[src/rtl/pixel_out_pkg.sv]
// Shared constants, register map and types of the parallel RGB pixel output stage
package pixel_out_pkg;

    // ==========================================================
    // Colour and bus geometry
    localparam int COMP_W = 8;
    localparam int BUS_W = 24;
    localparam int COMP_MSB = 7;
    localparam int C5_LSB = 3;
    localparam int C6_LSB = 2;
    localparam int PAD16_W = 8;
    localparam int PAD18_W = 6;
    localparam logic [23:0] MASK_ALIGN16 = 24'hf8fcf8;
    localparam logic [23:0] MASK_ALIGN18 = 24'hfcfcfc;

    typedef struct packed {
        logic [COMP_W-1:0] red;
        logic [COMP_W-1:0] green;
        logic [COMP_W-1:0] blue;
    } pixel_type;

    // Encoded as 0..4 in the control register
    typedef enum logic [2:0] {
        FMT_FULL24,
        FMT_PACK16,
        FMT_PACK18,
        FMT_ALIGN16,
        FMT_ALIGN18
    } format_type;

    typedef struct packed {
        logic touch_run;
        logic panel_on;
        logic backlight_on;
        logic route_serial;
        format_type format;
    } ctrl_type;

    // ==========================================================
    // Register map
    localparam int ADDR_W = 8;
    localparam logic [7:0] CTRL_OFFSET = 8'h00;
    localparam logic [7:0] DUTY_OFFSET = 8'h04;
    localparam logic [7:0] STATUS_OFFSET = 8'h08;
    localparam logic [7:0] MASK_OFFSET = 8'h0c;
    localparam logic [7:0] LEVEL_OFFSET = 8'h10;
    localparam int CTRL_W = 7;
    localparam ctrl_type CTRL_RESET = '0;
    localparam logic [7:0] DUTY_RESET = 8'h00;

    // Event bits of status and mask
    localparam int EV_W = 2;
    localparam int EV_TOUCH = 0;
    localparam int EV_LINE_END = 1;
    localparam logic [1:0] EV_RESET = 2'h0;

    localparam logic [1:0] RESP_OKAY = 2'h0;
    localparam logic [1:0] RESP_SLVERR = 2'h2;

    // PWM tick divider: 125 MHz / 50 / 256 steps, close to 10 kHz
    localparam logic [15:0] PWM_DIV = 16'h0031;

endpackage

[src/rtl/edge_sync.sv]
// Two-flop synchroniser with rising-edge detection for an outside signal
module edge_sync (
    // Clock and reset
    input wire logic aclk,
    input wire logic aresetn,
    // Outside signal
    input wire logic async_in,
    // Synchronised results
    output logic level,
    output logic rise
);

    logic meta;
    logic stage;
    logic prev;

    // ==========================================================
    // Synchroniser chain, first flop read only by the second
    always_ff @(posedge aclk) begin
        if (!aresetn) begin
            meta <= 1'b0;
            stage <= 1'b0;
            prev <= 1'b0;
        end else begin
            meta <= async_in;
            stage <= meta;
            prev <= stage;
        end
    end

    // Level and edge taken from the settled stages
    assign level = stage;
    assign rise = stage & ~prev;

endmodule

[src/rtl/backlight_pwm.sv]
// Backlight PWM generator with an 8-bit duty cycle
module backlight_pwm (
    // Clock and reset
    input wire logic aclk,
    input wire logic aresetn,
    // Duty setting, 0 is off, 255 nearly full
    input wire logic [7:0] duty,
    // PWM output
    output logic pwm_out
);

    logic [15:0] div_count;
    logic tick;
    logic [7:0] phase;

    // ==========================================================
    // Divider producing one-cycle step pulses
    always_ff @(posedge aclk) begin
        if (!aresetn) begin
            div_count <= '0;
            tick <= 1'b0;
        end else if (div_count == pixel_out_pkg::PWM_DIV) begin
            div_count <= '0;
            tick <= 1'b1;
        end else begin
            div_count <= div_count + 16'h0001;
            tick <= 1'b0;
        end
    end

    // Phase counter and comparator
    always_ff @(posedge aclk) begin
        if (!aresetn) begin
            phase <= '0;
            pwm_out <= 1'b0;
        end else begin
            if (tick) begin
                phase <= phase + 8'h01;
            end
            pwm_out <= (phase < duty);
        end
    end

endmodule

[src/rtl/rgb_pixel_out.sv]
// Parallel RGB pixel output stage with side-band panel controls and AXI4-Lite registers
// Operation
// Full 24-bit mode puts blue 0-7 on lines 0-7, green 0 on line 8.
// Packed 16-bit: blue 0-4 on lines 0-4, green 0-3 on lines 5-8.
// Packed 18-bit: blue 0-5 on lines 0-5, green 0-2 on lines 6-8.
// Aligned narrow modes keep each colour at its top bits, low lines zero.
// Narrow panels ignore the low bits of each colour on the full bus.
// Reset selects the full 24-bit bus width by default.
// Only one output stream at a time; parallel and serial carry identical data.
// Backlight PWM output duty cycle sets contrast.
// Backlight supply enable output, high switches supply on.
// Panel supply enable output, high switches supply on.
// Touch controller reset output active low, low holds it in reset.
// Touch controller signals events on an input the device samples.
// One pixel per clock is sustained, enough for 1920x1080 at 60 fps; here at most one pixel per two aclk cycles (62.5 MHz at 125 MHz).
// Full 24-bit mode puts green on lines 8-15 and red on 16-23.
// Lines update on pixel clock edges; enable high only for active pixels.
//
// The implementer's own choices: the AXI4-Lite interface to the registers and the placing of the registers.
module rgb_pixel_out (
    // Clock and reset
    input wire logic aclk,
    input wire logic aresetn,
    // AXI4-Lite write channels
    input wire logic [7:0] awaddr,
    input wire logic awvalid,
    output logic awready,
    input wire logic [31:0] wdata,
    input wire logic [3:0] wstrb,
    input wire logic wvalid,
    output logic wready,
    output logic [1:0] bresp,
    output logic bvalid,
    input wire logic bready,
    // AXI4-Lite read channels
    input wire logic [7:0] araddr,
    input wire logic arvalid,
    output logic arready,
    output logic [31:0] rdata,
    output logic [1:0] rresp,
    output logic rvalid,
    input wire logic rready,
    // Pixel source, same clock
    input wire pixel_out_pkg::pixel_type pixel_in,
    input wire logic pixel_active_in,
    // Link pixel clock, outside domain
    input wire logic pixel_clk_in,
    // Parallel panel bus
    output logic [23:0] pixel_data_line,
    output logic pixel_de_out,
    output logic pixel_clk_out,
    // Serial transmitter feed
    output logic [23:0] serial_pixel_out,
    output logic serial_valid_out,
    // Panel side-band
    output logic backlight_duty_out,
    output logic backlight_supply_on,
    output logic panel_supply_on,
    output logic touch_reset_n,
    input wire logic touch_event_in,
    // Interrupt
    output logic irq
);

    pixel_out_pkg::ctrl_type ctrl;
    logic [7:0] duty;
    logic [pixel_out_pkg::EV_W-1:0] status;
    logic [pixel_out_pkg::EV_W-1:0] mask;
    logic [pixel_out_pkg::EV_W-1:0] next_set;
    logic [pixel_out_pkg::EV_W-1:0] next_clr;
    logic [7:0] aw_addr;
    logic [31:0] w_data;
    logic [3:0] w_strb;
    logic aw_got;
    logic w_got;
    logic do_write;
    logic pclk_level;
    logic pix_tick;
    logic touch_level;
    logic touch_rise;
    logic [23:0] packed_word;

    // ==========================================================
    // Synchronisers for pixel clock and touch event
    edge_sync pclk_sync (
        .aclk(aclk),
        .aresetn(aresetn),
        .async_in(pixel_clk_in),
        .level(pclk_level),
        .rise(pix_tick)
    );

    // touch event sampled
    edge_sync touch_sync (
        .aclk(aclk),
        .aresetn(aresetn),
        .async_in(touch_event_in),
        .level(touch_level),
        .rise(touch_rise)
    );

    // PWM from duty register
    backlight_pwm pwm (
        .aclk(aclk),
        .aresetn(aresetn),
        .duty(duty),
        .pwm_out(backlight_duty_out)
    );

    // ==========================================================
    // Colour packing per format
    function automatic logic [23:0] pack_pixel(input pixel_out_pkg::pixel_type p,
                                               input pixel_out_pkg::format_type f);
        logic [23:0] word;
        word = p;
        unique case (f)
            pixel_out_pkg::FMT_FULL24: word = p;
            pixel_out_pkg::FMT_PACK16: word = {{pixel_out_pkg::PAD16_W{1'b0}},
                p.red[pixel_out_pkg::COMP_MSB:pixel_out_pkg::C5_LSB],
                p.green[pixel_out_pkg::COMP_MSB:pixel_out_pkg::C6_LSB],
                p.blue[pixel_out_pkg::COMP_MSB:pixel_out_pkg::C5_LSB]};
            pixel_out_pkg::FMT_PACK18: word = {{pixel_out_pkg::PAD18_W{1'b0}},
                p.red[pixel_out_pkg::COMP_MSB:pixel_out_pkg::C6_LSB],
                p.green[pixel_out_pkg::COMP_MSB:pixel_out_pkg::C6_LSB],
                p.blue[pixel_out_pkg::COMP_MSB:pixel_out_pkg::C6_LSB]};
            pixel_out_pkg::FMT_ALIGN16: word = p & pixel_out_pkg::MASK_ALIGN16;
            pixel_out_pkg::FMT_ALIGN18: word = p & pixel_out_pkg::MASK_ALIGN18;
            default: word = p;
        endcase
        return word;
    endfunction

    // lane mapping per mode
    // aligned and full packing
    assign packed_word = pack_pixel(pixel_in, ctrl.format);

    // ==========================================================
    // one pixel per tick, lines move on ticks only
    // one route enabled, same word on both
    always_ff @(posedge aclk) begin
        if (!aresetn) begin
            pixel_data_line <= '0;
            pixel_de_out <= 1'b0;
            serial_pixel_out <= '0;
            serial_valid_out <= 1'b0;
        end else if (pix_tick) begin
            pixel_data_line <= ctrl.route_serial ? pixel_data_line : packed_word;
            pixel_de_out <= pixel_active_in & ~ctrl.route_serial;
            serial_pixel_out <= ctrl.route_serial ? packed_word : serial_pixel_out;
            serial_valid_out <= pixel_active_in & ctrl.route_serial;
        end else begin
            serial_valid_out <= 1'b0;
        end
    end

    // Pixel clock forwarded to the panel, aligned with data
    always_ff @(posedge aclk) begin
        if (!aresetn) begin
            pixel_clk_out <= 1'b0;
        end else begin
            pixel_clk_out <= pclk_level;
        end
    end

    // ==========================================================
    // side-band drives from control register
    always_ff @(posedge aclk) begin
        if (!aresetn) begin
            backlight_supply_on <= 1'b0;
            panel_supply_on <= 1'b0;
            touch_reset_n <= 1'b0;
        end else begin
            backlight_supply_on <= ctrl.backlight_on;
            panel_supply_on <= ctrl.panel_on;
            touch_reset_n <= ctrl.touch_run;
        end
    end

    // ==========================================================
    // AXI write address and data capture, either order
    always_ff @(posedge aclk) begin
        if (!aresetn) begin
            awready <= 1'b1;
            wready <= 1'b1;
            aw_got <= 1'b0;
            w_got <= 1'b0;
            aw_addr <= '0;
            w_data <= '0;
            w_strb <= '0;
        end else begin
            if (awvalid && awready) begin
                awready <= 1'b0;
                aw_got <= 1'b1;
                aw_addr <= awaddr;
            end
            if (wvalid && wready) begin
                wready <= 1'b0;
                w_got <= 1'b1;
                w_data <= wdata;
                w_strb <= wstrb;
            end
            if (do_write) begin
                aw_got <= 1'b0;
                w_got <= 1'b0;
            end
            if (bvalid && bready) begin
                awready <= 1'b1;
                wready <= 1'b1;
            end
        end
    end

    assign do_write = aw_got && w_got && !bvalid;

    // Write response one cycle after both halves are held
    always_ff @(posedge aclk) begin
        if (!aresetn) begin
            bvalid <= 1'b0;
            bresp <= pixel_out_pkg::RESP_OKAY;
        end else if (do_write) begin
            bvalid <= 1'b1;
            bresp <= (aw_addr > pixel_out_pkg::LEVEL_OFFSET) ? pixel_out_pkg::RESP_SLVERR
                                                             : pixel_out_pkg::RESP_OKAY;
        end else if (bready) begin
            bvalid <= 1'b0;
        end
    end

    // reset keeps full 24-bit format
    always_ff @(posedge aclk) begin
        if (!aresetn) begin
            ctrl <= pixel_out_pkg::CTRL_RESET;
            duty <= pixel_out_pkg::DUTY_RESET;
            mask <= pixel_out_pkg::EV_RESET;
        end else if (do_write && w_strb[0]) begin
            unique case (aw_addr)
                pixel_out_pkg::CTRL_OFFSET: ctrl <= w_data[pixel_out_pkg::CTRL_W-1:0];
                pixel_out_pkg::DUTY_OFFSET: duty <= w_data[7:0];
                pixel_out_pkg::MASK_OFFSET: mask <= w_data[pixel_out_pkg::EV_W-1:0];
                default: ;
            endcase
        end
    end

    // ==========================================================
    // Sticky events, set wins over write-one clear
    always_comb begin
        next_set = '0;
        next_set[pixel_out_pkg::EV_TOUCH] = touch_rise;
        next_set[pixel_out_pkg::EV_LINE_END] = pix_tick & pixel_de_out & ~pixel_active_in;
        next_clr = '0;
        if (do_write && w_strb[0] && aw_addr == pixel_out_pkg::STATUS_OFFSET) begin
            next_clr = w_data[pixel_out_pkg::EV_W-1:0];
        end
    end

    always_ff @(posedge aclk) begin
        if (!aresetn) begin
            status <= pixel_out_pkg::EV_RESET;
            irq <= 1'b0;
        end else begin
            status <= (status & ~next_clr) | next_set;
            irq <= |(status & mask);
        end
    end

    // ==========================================================
    // AXI read, answer one cycle after address taken
    always_ff @(posedge aclk) begin
        if (!aresetn) begin
            arready <= 1'b1;
            rvalid <= 1'b0;
            rdata <= '0;
            rresp <= pixel_out_pkg::RESP_OKAY;
        end else if (arvalid && arready) begin
            arready <= 1'b0;
            rvalid <= 1'b1;
            rresp <= pixel_out_pkg::RESP_OKAY;
            unique case (araddr)
                pixel_out_pkg::CTRL_OFFSET: rdata <= 32'(ctrl);
                pixel_out_pkg::DUTY_OFFSET: rdata <= 32'(duty);
                pixel_out_pkg::STATUS_OFFSET: rdata <= 32'(status);
                pixel_out_pkg::MASK_OFFSET: rdata <= 32'(mask);
                pixel_out_pkg::LEVEL_OFFSET: rdata <= 32'({touch_level, pclk_level});
                default: begin
                    rdata <= '0;
                    rresp <= pixel_out_pkg::RESP_SLVERR;
                end
            endcase
        end else if (rvalid && rready) begin
            rvalid <= 1'b0;
            arready <= 1'b1;
        end
    end

    // ==========================================================
    // Checks
    // full mode lane order
    a_full_pack: assert property (@(posedge aclk) disable iff (!aresetn)
        pix_tick && !ctrl.route_serial && ctrl.format == pixel_out_pkg::FMT_FULL24
        |=> pixel_data_line == $past(pixel_in)) else $error("full 24-bit packing wrong");
    // packed 16-bit lanes
    a_pack16_lanes: assert property (@(posedge aclk) disable iff (!aresetn)
        pix_tick && !ctrl.route_serial && ctrl.format == pixel_out_pkg::FMT_PACK16
        |=> pixel_data_line[4:0] == $past(pixel_in.blue[7:3])
            && pixel_data_line[8:5] == $past(pixel_in.green[5:2])) else $error("16-bit packing wrong");
    // packed 18-bit lanes
    a_pack18_lanes: assert property (@(posedge aclk) disable iff (!aresetn)
        pix_tick && !ctrl.route_serial && ctrl.format == pixel_out_pkg::FMT_PACK18
        |=> pixel_data_line[5:0] == $past(pixel_in.blue[7:2])
            && pixel_data_line[8:6] == $past(pixel_in.green[4:2])) else $error("18-bit packing wrong");
    // aligned 16-bit mode zeroes the low blue lanes
    a_align_low: assert property (@(posedge aclk) disable iff (!aresetn)
        pix_tick && !ctrl.route_serial && ctrl.format == pixel_out_pkg::FMT_ALIGN16
        |=> pixel_data_line[2:0] == 3'h0 && pixel_data_line[7:3] == $past(pixel_in.blue[7:3]))
        else $error("aligned 16-bit lanes wrong");
    // full width after reset
    a_reset_full: assert property (@(posedge aclk)
        !aresetn |=> ctrl.format == pixel_out_pkg::FMT_FULL24) else $error("reset format not 24-bit");
    // never two streams
    a_single_route: assert property (@(posedge aclk) disable iff (!aresetn)
        !(pixel_de_out && serial_valid_out)) else $error("both routes active");
    // zero duty keeps backlight PWM low
    a_pwm_off: assert property (@(posedge aclk) disable iff (!aresetn)
        duty == 8'h00 [*2] |-> !backlight_duty_out) else $error("pwm high at zero duty");
    // supplies follow control one cycle later
    a_supply_follow: assert property (@(posedge aclk) disable iff (!aresetn)
        ##1 backlight_supply_on == $past(ctrl.backlight_on) && panel_supply_on == $past(ctrl.panel_on))
        else $error("supply enable mismatch");
    // touch held in reset while not released
    a_touch_reset: assert property (@(posedge aclk) disable iff (!aresetn)
        !ctrl.touch_run [*2] |-> !touch_reset_n) else $error("touch reset released early");
    // data holds between pixel edges
    a_hold_idle: assert property (@(posedge aclk) disable iff (!aresetn)
        !pix_tick |=> $stable(pixel_data_line) && $stable(pixel_de_out)) else $error("data moved off edge");

    c_full_frame: cover property (@(posedge aclk) disable iff (!aresetn) pixel_de_out ##1 !pixel_de_out);
    c_serial_route: cover property (@(posedge aclk) disable iff (!aresetn) serial_valid_out);
    c_touch_irq: cover property (@(posedge aclk) disable iff (!aresetn) touch_rise ##[1:4] irq);
    c_write_read: cover property (@(posedge aclk) disable iff (!aresetn) bvalid ##[1:8] rvalid);

endmodule

[config.mk]
export PLATFORM = sky130hd
export DESIGN_NAME = rgb_pixel_out
export DESIGN_NICKNAME = d
export VERILOG_FILES = /design/src/rtl/pixel_out_pkg.sv /design/src/rtl/edge_sync.sv /design/src/rtl/backlight_pwm.sv /design/src/rtl/rgb_pixel_out.sv
export SDC_FILE = /design/constraint.sdc
export NUM_CORES = 1
export LEC_CHECK = 0
export ABC_CLOCK_PERIOD_IN_PS = 1620
export BUFFER_PORTS_ARGS = -buffer_cell sky130_fd_sc_hd__buf_2
export CORE_ASPECT_RATIO = 0.5
export CORE_MARGIN = 4
export CORE_UTILIZATION = 54
export CTS_BUF_LIST = sky130_fd_sc_hd__clkbuf_8
export DETAILED_ROUTE_END_ITERATION = 8
export PLACE_DENSITY = 0.83
export SLEW_MARGIN = 10
export SYNTH_ARGS = -nofsm -noshare
export SYNTH_HDL_FRONTEND = slang
export SYNTH_SLANG_ARGS = --single-unit
[constraint.sdc]
create_clock -name aclk -period 1.62 [get_ports aclk]
set_input_delay 0 -clock aclk [delete_from_list [all_inputs] [get_ports aclk]]
set_output_delay 0 -clock aclk [all_outputs]
set_load 0.01 [all_outputs]
[Yosys cells after proc, flatten, opt, wreduce, memory -nomap -nowiden]
Index checks and enable logic that the tools add are counted.
Cells by class
  add/sub/neg operators: 2
  $lt $le $gt $ge: 2
  equality and inequality tests: 12
  multiplexer cells: 12
  bitwise operators: 15
  reduce and logical (&&, ||, !) cells: 25
Operator list (number)
  24-bit case mux with 4 select lines: 1
  8-bit case mux with 5 select lines: 1
  8-bit by 4-bit equality test with 1-bit output, second input constant: 4
  16-bit by 1-bit adder with 16-bit output, second input constant: 1
  16-bit by 6-bit equality test with 1-bit output, second input constant: 1
  8-bit by 3-bit equality test with 1-bit output, second input constant: 2
  8-bit zero test: 2
  2-bit AND reduction: 6
  1-bit logical AND: 9
  8-bit by 1-bit adder with 8-bit output, second input constant: 1
  8-bit by 5-bit equality test with 1-bit output, second input constant: 1
  8-bit by 5-bit > comparator with 1-bit output, second input constant: 1
  8-bit less-than comparator: 1
  2-bit OR reduction: 4
  1-bit 2-to-1 mux: 7
  1-bit AND: 6
  3-bit by 2-bit equality test with 1-bit output, second input constant: 2
  2-bit 2-to-1 mux: 3
  1-bit NOT: 5
  5-bit OR reduction: 1
  2-bit AND: 2
  2-bit nonzero test: 2
  3-bit by 1-bit equality test with 1-bit output, second input constant: 1
  3-bit equality test, second input constant: 1
  other kinds (3): 3
Word-level totals
  register bits: 165
  input port bits: 86
  output and inout bits: 97
  logic and storage cells: 107

[Logic depth before layout (Yosys ltp)]
Gate-level depths: netlist of run 1.
  word-level depth: 8
  depth in mapped cells: 7
  depth with buffers taken out: 6

[Modules after synthesis]
A second synthesis of run 1 with hierarchy kept.
Unflattened totals
  cell total of the unflattened synthesis: 746
  area, all modules: 6403.6 µm²
Modules (own cells, without submodules)
  rgb_pixel_out: times used 1, cells an instance 584, area an instance 4952.2 µm²
  backlight_pwm: times used 1, cells an instance 148, area an instance 1266.2 µm²
  edge_sync: times used 2, cells an instance 7, area an instance 92.6 µm²

[Worst setup path before layout of run 1]
No wires, ideal clock.
  path type: register to register
  start point: register duty[4]
  end point: register pwm.pwm_out
  library setup time: 0.086 ns
  arrival: 1.292 ns
  setup slack: 0.242 ns
  cell stages (with the launch flop): 7
  buffers on the path: 0
  cell sequence: dfxtp_1 inv_1 ha_1 a21o_1 a211oi_1 o21ai_0 a211oi_1
Between the ends
  word-level cells in the longest chain between the ends: 1
RTL lines
  start: declaration: line rgb_pixel_out.sv:66  | logic [7:0] duty;
  start signal: assignment: line rgb_pixel_out.sv:233  | duty <= pixel_out_pkg::DUTY_RESET;
  start signal: assignment: line rgb_pixel_out.sv:238  | pixel_out_pkg::DUTY_OFFSET: duty <= w_data[7:0];
  8-bit less-than comparator: line backlight_pwm.sv:40  | pwm_out <= (phase < duty);
  end signal: assignment: line backlight_pwm.sv:40
  end: declaration: line backlight_pwm.sv:9  | output logic pwm_out
No other way between the ends.
A chain may end at the register's enable or synchronous reset.

[Final worst setup path of run 1]
  start point: register aw_addr[0]
  end point: register status[1] (netlist name)
Between the ends
  word-level cells in the longest chain between the ends: 6
RTL lines
  start: declaration: line rgb_pixel_out.sv:71  | logic [7:0] aw_addr;
  start signal: assignment: line rgb_pixel_out.sv:194  | aw_addr <= awaddr;
  8-bit by 4-bit equality test with 1-bit output: line rgb_pixel_out.sv:252  | if (do_write && w_strb[0] && aw_addr == pixel_out_pkg::STATUS_OFFSET) begin
  1-bit logical AND: line rgb_pixel_out.sv:252
  2-bit 2-to-1 mux: line rgb_pixel_out.sv:252
  2-bit NOT: line rgb_pixel_out.sv:262  | status <= (status & ~next_clr) | next_set;
  2-bit AND: line rgb_pixel_out.sv:262
  2-bit OR: line rgb_pixel_out.sv:262
  end signal: assignment: line rgb_pixel_out.sv:259  | status <= pixel_out_pkg::EV_RESET;
  end signal: assignment: line rgb_pixel_out.sv:262
  end: declaration: line rgb_pixel_out.sv:67  | logic [pixel_out_pkg::EV_W-1:0] status;
No other way between the ends.

==> results of run 1 <==
==> state kept, by name, summed over array words and instances (netlist names), 2 cells and up <==
| name | count |
|---|---|
| pixel_data_line | 24 |
| serial_pixel_out | 24 |
| pwm.div_count | 16 |
| aw_addr | 8 |
| duty | 8 |
| pwm.phase | 8 |
| rdata | 8 |
| w_data | 8 |
| ctrl | 7 |
| mask | 2 |
| status | 2 |
==> kinds of logic after synthesis <==
group / Yosys count
adder cells (fa/ha/maj): 10
buffers and inverters: 84
other: 1
AO/OA/AOI/OAI: 201
AND/OR/NAND/NOR: 261
flip-flops: 139
multiplexers: 21
XOR/XNOR: 20
==> cells in the final DEF (no fill, tap or decap), drive strengths merged, types with 15 or more instances in the layout <==
cell and count:
a21oi 53, inv 15, mux2i 17, o21ai 65
dlygate4sd3 45, buf 151, a31oi 24, clkbuf 19
nand2 88, nor2 73, conb 26, dfxtp 139
xnor2 15
==> path summary, 6_finish.rpt <==
check / depth (start not counted) / slack, ps / to
setup / recovery: 4 / -2 / status[1]
hold / removal: 4 / 20 / pixel_data_line[23]
setup reg to reg: 4 / -2 / status[1]
hold reg to reg: 1 / 430 / touch_sync.level
==> through the flow <==
step	utilization	area (um^2)	hold slack, ps	total power, uW
after detailed placement	0.629	7010	216	4190
after global placement	0.629	7010	209	4170
after floorplan	-	6350	100	3990
final	0.713	7950	17.4	7300
after CTS	0.708	7890	0.624	7300
after global routing	0.712	7940	28.5	7570
==> layer usage <==
metal | vias up | part of all wire | GRT usage
met5 | - | 0 | 0
met4 | 0 | 0.029 | 0.102
met3 | 57 | 0.065 | 0.0461
met2 | 255 | 0.51 | 0.466
met1 | 2839 | 0.39 | 0.293
li1 | 2893 | - | -
==> worst max-delay path, cell delays in order (launching register included) <==
cell,delay [ps]
dfxtp_1,360
nor4b_1,530
and4_1,320
a21boi_0,100
o21a_1,200
==> layout make-up <==
type / count / share of cell area
timing repair buffer: 196 / 0.166
antenna: 1 / 0.000315
multi-input combinational: 539 / 0.398
inverter: 16 / 0.00756
clock inverter: 13 / 0.0217
clock buffer: 19 / 0.0329
tap: 145 / 0.0228
sequential: 139 / 0.351
==> where the power goes <==
group / switching [uW] / total, uW / internal, uW
registers: 69.2 / 3570 / 3500
clock network: 1320 / 3070 / 1750
logic: 366 / 663 / 297
==> repair_timing <==
item,CTS,global route
endpoints found under the hold margin,60,0
hold buffers,45,0
resized for setup,0,14
endpoints found under the setup margin,0,16
==> flow_summary.ini, run 1 <==
[job]
max_cap_viol_count = 0

[finish]
area_growth_pct = 26.9
instances_no_fill = 1068
multi_input_area_mm2 = 0.00316
seq_area_mm2 = 0.00279
fillers = 830
layout.nets = 1005
drive_gt1_frac = 0.223

[logic_synthesis]
synthAdderAreaFrac = 0.0200
ys.flop_type = dfxtp_1
synthDistinctLibCells = 59
synth_edf_count = 0
synthArstFlopShare = 0
synthCells = 737
synth.top_cell.area_share = 0.445
synth_most_common_cell = dfxtp_1
synthTopCellsByArea = dfxtp_1 44%, nand2_1 5.3%, o21ai_0 5.1%, nor2_1 4.3%, a21oi_1 4.2%
ys_top_cells_by_count = 139 x dfxtp_1, 88 x nand2_1, 71 x nor2_1
yosys.area_share.simple = 0.206
synth_top_family_by_area = simple AND/OR/NAND/NOR gates
syn-cell-area_mm2 = 0.00626
synth_compound_area_frac = 0.194
syn_area_per_cell_um2 = 8.49
yosysWarningCount = 0
yosysSeqAreaShare = 0.445
yosysTopAreaCell = dfxtp_1
synth-xor-area-share = 0.0280
muxShareOfSynthArea = 0.0344
ys_seq_elements = 139

[route]
num_vias = 6044
postRouteAntennaNets = 0
drc = 0
routed_wl_um = 17300
dr.pass1.iters = 7
drt_iter0_markers = 443
wl_per_cell_um = 16.2
viasPerCell = 5.66

[critical_path]
startpoint_type = flop
worstSetupPathType = reg2reg
cp.required_ps = 1940
end_kind = flop
startpoint = aw_addr[0]
r2r_start = aw_addr[0]
critPathMaxFanout = 4
critical_path_arrival_ps = 1940

[placement]
dp.cells = 990
dp_hpwl_um = 11200
place.gp.congestion = 0.874
place_ws_ps = 74.1
numPortBuffers = 129

[grt]
grt_first_pass_wirelength_um = 28100
grt_pass1_vias = 5755
gr-usage-all-layers = 0.253
grt_antenna_before_repair = 0
grt_max_degree = 44
overflow = 0

[cts]
cts.sinks = 139
post-cts-setup-buffers = 0
cts_max_path_buffers = 2
cts_root_buf = clkbuf_8
clk_pin_slew_ps = 80
cts_max_level = 4
cts_tree = yes
cts_made_buffers = 17
clk_latency_ps = 430

[sta]
fin_ws_ps = -1.67
period_needed_ps = 1620
min_period_over_period = 1.00
slew_violations = 0
tns_ps = -1.67
setup_viol = 1
hold_viol_final = 0
skew_ps = 14.5
tightest_slew_ps = 528
timing.slew.headroom = 0.643
max_freq_mhz = 617

[power_and_ir_drop]
vdd.ir_drop.worst_mv = 0.569
p_per_area_mw_per_mm2 = 919
leakagePower_uw = 0.00341

[die]
core_area_mm2 = 0.0111
io_pins = 183
fp.dieArea_mm2 = 0.0135
die_y_um = 84.1
rows = 27
initial_core_util = 0.562
die_w_um = 160

[status]
status = finished, violations left
violations = setup timing

[min_path]
hold_start = pixel_in[23]
hold_class = in2reg
Power figures use the tool's default switching activity.
==> inputs of run 2 (changes only) <==
--- a/config.mk
+++ b/config.mk
@@ -5,7 +5,7 @@
 export SDC_FILE = /design/constraint.sdc
 export NUM_CORES = 1
 export LEC_CHECK = 0
-export ABC_CLOCK_PERIOD_IN_PS = 1620
+export ABC_CLOCK_PERIOD_IN_PS = 1550
 export BUFFER_PORTS_ARGS = -buffer_cell sky130_fd_sc_hd__buf_2
 export CORE_ASPECT_RATIO = 0.5
 export CORE_MARGIN = 4
==> constraint.sdc (replaced) <==
create_clock -name aclk -period 1.55 [get_ports aclk]
set_input_delay 0 -clock aclk [delete_from_list [all_inputs] [get_ports aclk]]
set_output_delay 0 -clock aclk [all_outputs]
set_load 0.01 [all_outputs]
==> run 2 against run 1 <==
The flow now finishes without violations. Total power grew 4.0%. Register-to-register slack gained 80 ps. Die area is the same. Critical path depth grew 1. Sequential share of layout area shrank 0.63 points. Setup slack gained 77 ps. Combinational power grew 5.6%. Clock skew shrank 5.9 ps. Flip-flop and latch count is the same. Routed wire length grew 2.6%. First-iteration DRC count grew 19%. Critical path type unchanged. Critical endpoint is now pwm.div_count[14]. Highest routed layer unchanged.
==> flow_summary.ini, run 2 (synthesis gave the netlist of run 1 again) <==
[cts]
cts_max_level = 4
cts_root_buf = clkbuf_8
cts_made_buffers = 17
cts_tree = yes
cts_max_path_buffers = 2
clk_pin_slew_ps = 80
clk_latency_ps = 440
cts.sinks = 139

[die]
die_w_um = 160
io_pins = 183
rows = 27
die_y_um = 84.1
initial_core_util = 0.562
fp.dieArea_mm2 = 0.0135
core_area_mm2 = 0.0111

[critical_path]
worstSetupPathType = reg2reg
cpPeakStageDelay_ps = 400
critical_path_arrival_ps = 1820
end_kind = flop
startpoint_type = flop
crit_slowest_cell = dfxtp_1
cp.required_ps = 1890
worstPathCellList = ha_1, nand3_1, nor4_2, xnor2_1, nor2_1
critPathMaxFanout = 6
critical_path.top_delay_family = simple AND/OR/NAND/NOR gates
critPathBufInv = 0

[power_and_ir_drop]
leakagePower_uw = 0.00349
vdd.ir_drop.worst_mv = 0.504
p_per_area_mw_per_mm2 = 937

[grt]
grt_pass1_vias = 5948
overflow = 0
grt_max_degree = 39
gr-usage-all-layers = 0.258
grt_first_pass_wirelength_um = 28700
grt_antenna_before_repair = 0

[finish]
largest_registers = pixel_data_line x24, serial_pixel_out x24, pwm.div_count x16
area_growth_pct = 29.4
fillers = 811
layout.nets = 1018
mostFrequentLayoutCell = dfxtp_1
diodes = 0
drive_gt1_frac = 0.230
post-route-util = 0.727
instances_no_fill = 1080
final_cell_mix = 136 x dfxtp_1, 129 x buf_2, 88 x nand2_1, 70 x nor2_1, 63 x o21ai_0

[route]
viasPerCell = 5.72
drt_iter0_markers = 527
dr.pass1.iters = 6
drc = 0
num_vias = 6173
wl_per_cell_um = 16.5
postRouteAntennaNets = 0
routed_wl_um = 17800

[sta]
tns_ps = 0
slew_violations = 0
max_freq_mhz = 678
period_needed_ps = 1470
min_period_over_period = 0.951
setup_viol = 0
hold_viol_final = 0
skew_ps = 8.58

[placement]
numPortBuffers = 129
place.gp.congestion = 0.876
dp_hpwl_um = 11400
dp.cells = 995

[min_path]
hold_class = in2reg

[status]
status = finished clean

[job]
max_cap_viol_count = 0
-- run 2: what timing repair did --
action / CTS / global route
setup buffers: 0 / 3
resized for setup: 1 / 19
endpoints found under the hold margin: 70 / 0
hold buffers: 50 / 0
pin swaps: 0 / 3
endpoints found under the setup margin: 1 / 30
-- run 2: through the flow --
| step | cell area (um^2) | hold WS, ps | total power (uW) | worst slack [ps] |
|---|---|---|---|---|
| global route | 8100 | 5.49 | 7880 | -0.990 |
| CTS | 7990 | 0.574 | 7590 | 42.2 |
| detailed placement | 7060 | 220 | 4380 | -17.7 |
| global placement | 7060 | 210 | 4360 | 94.1 |
| floorplan | 6350 | 100 | 4170 | 172 |
| finish | 8100 | 8.94 | 7590 | 75.4 |
-- run 2: power breakdown --
part / internal (uW) / switching (uW) / total (uW)
clock network: 1780 / 1380 / 3160
logic: 317 / 384 / 700
registers: 3660 / 75.2 / 3730
-- run 2: final timing paths --
| check | startpoint | endpoint | slack, ps | cells after the start |
|---|---|---|---|---|
| hold reg to reg | touch_sync.meta | touch_sync.level | 450 | 1 |
| hold / removal | pixel_in[20] | pixel_data_line[20] | 9 | 4 |
| setup reg to reg | pwm.div_count[0] | pwm.div_count[14] | 80 | 5 |
| setup / recovery | pwm.div_count[0] | pwm.div_count[14] | 80 | 5 |
-- run 2: final cells by class --
type / count / area (um^2) / share of cell area
multi-input combinational: 539 / 3210 / 0.396
sequential: 139 / 2790 / 0.345
timing repair buffer: 209 / 1440 / 0.177
clock buffer: 22 / 303 / 0.0374
tap: 145 / 181 / 0.0224
clock inverter: 10 / 121 / 0.0150
inverter: 16 / 60.1 / 0.00741
-- run 2: worst reg2reg max path, stage by stage, from the launching register on --
cell	delay, ps
dfxtp_1	400
ha_1	220
nand3_1	240
nor4_2	320
xnor2_1	150
nor2_1	50
-- run 2: routing by layer --
layer	GRT usage	up-vias	wire length (um)
li1	-	2909	-
met1	0.302	2909	7130
met2	0.464	294	8940
met3	0.0554	61	1200
met4	0.109	0	524
met5	0	-	0
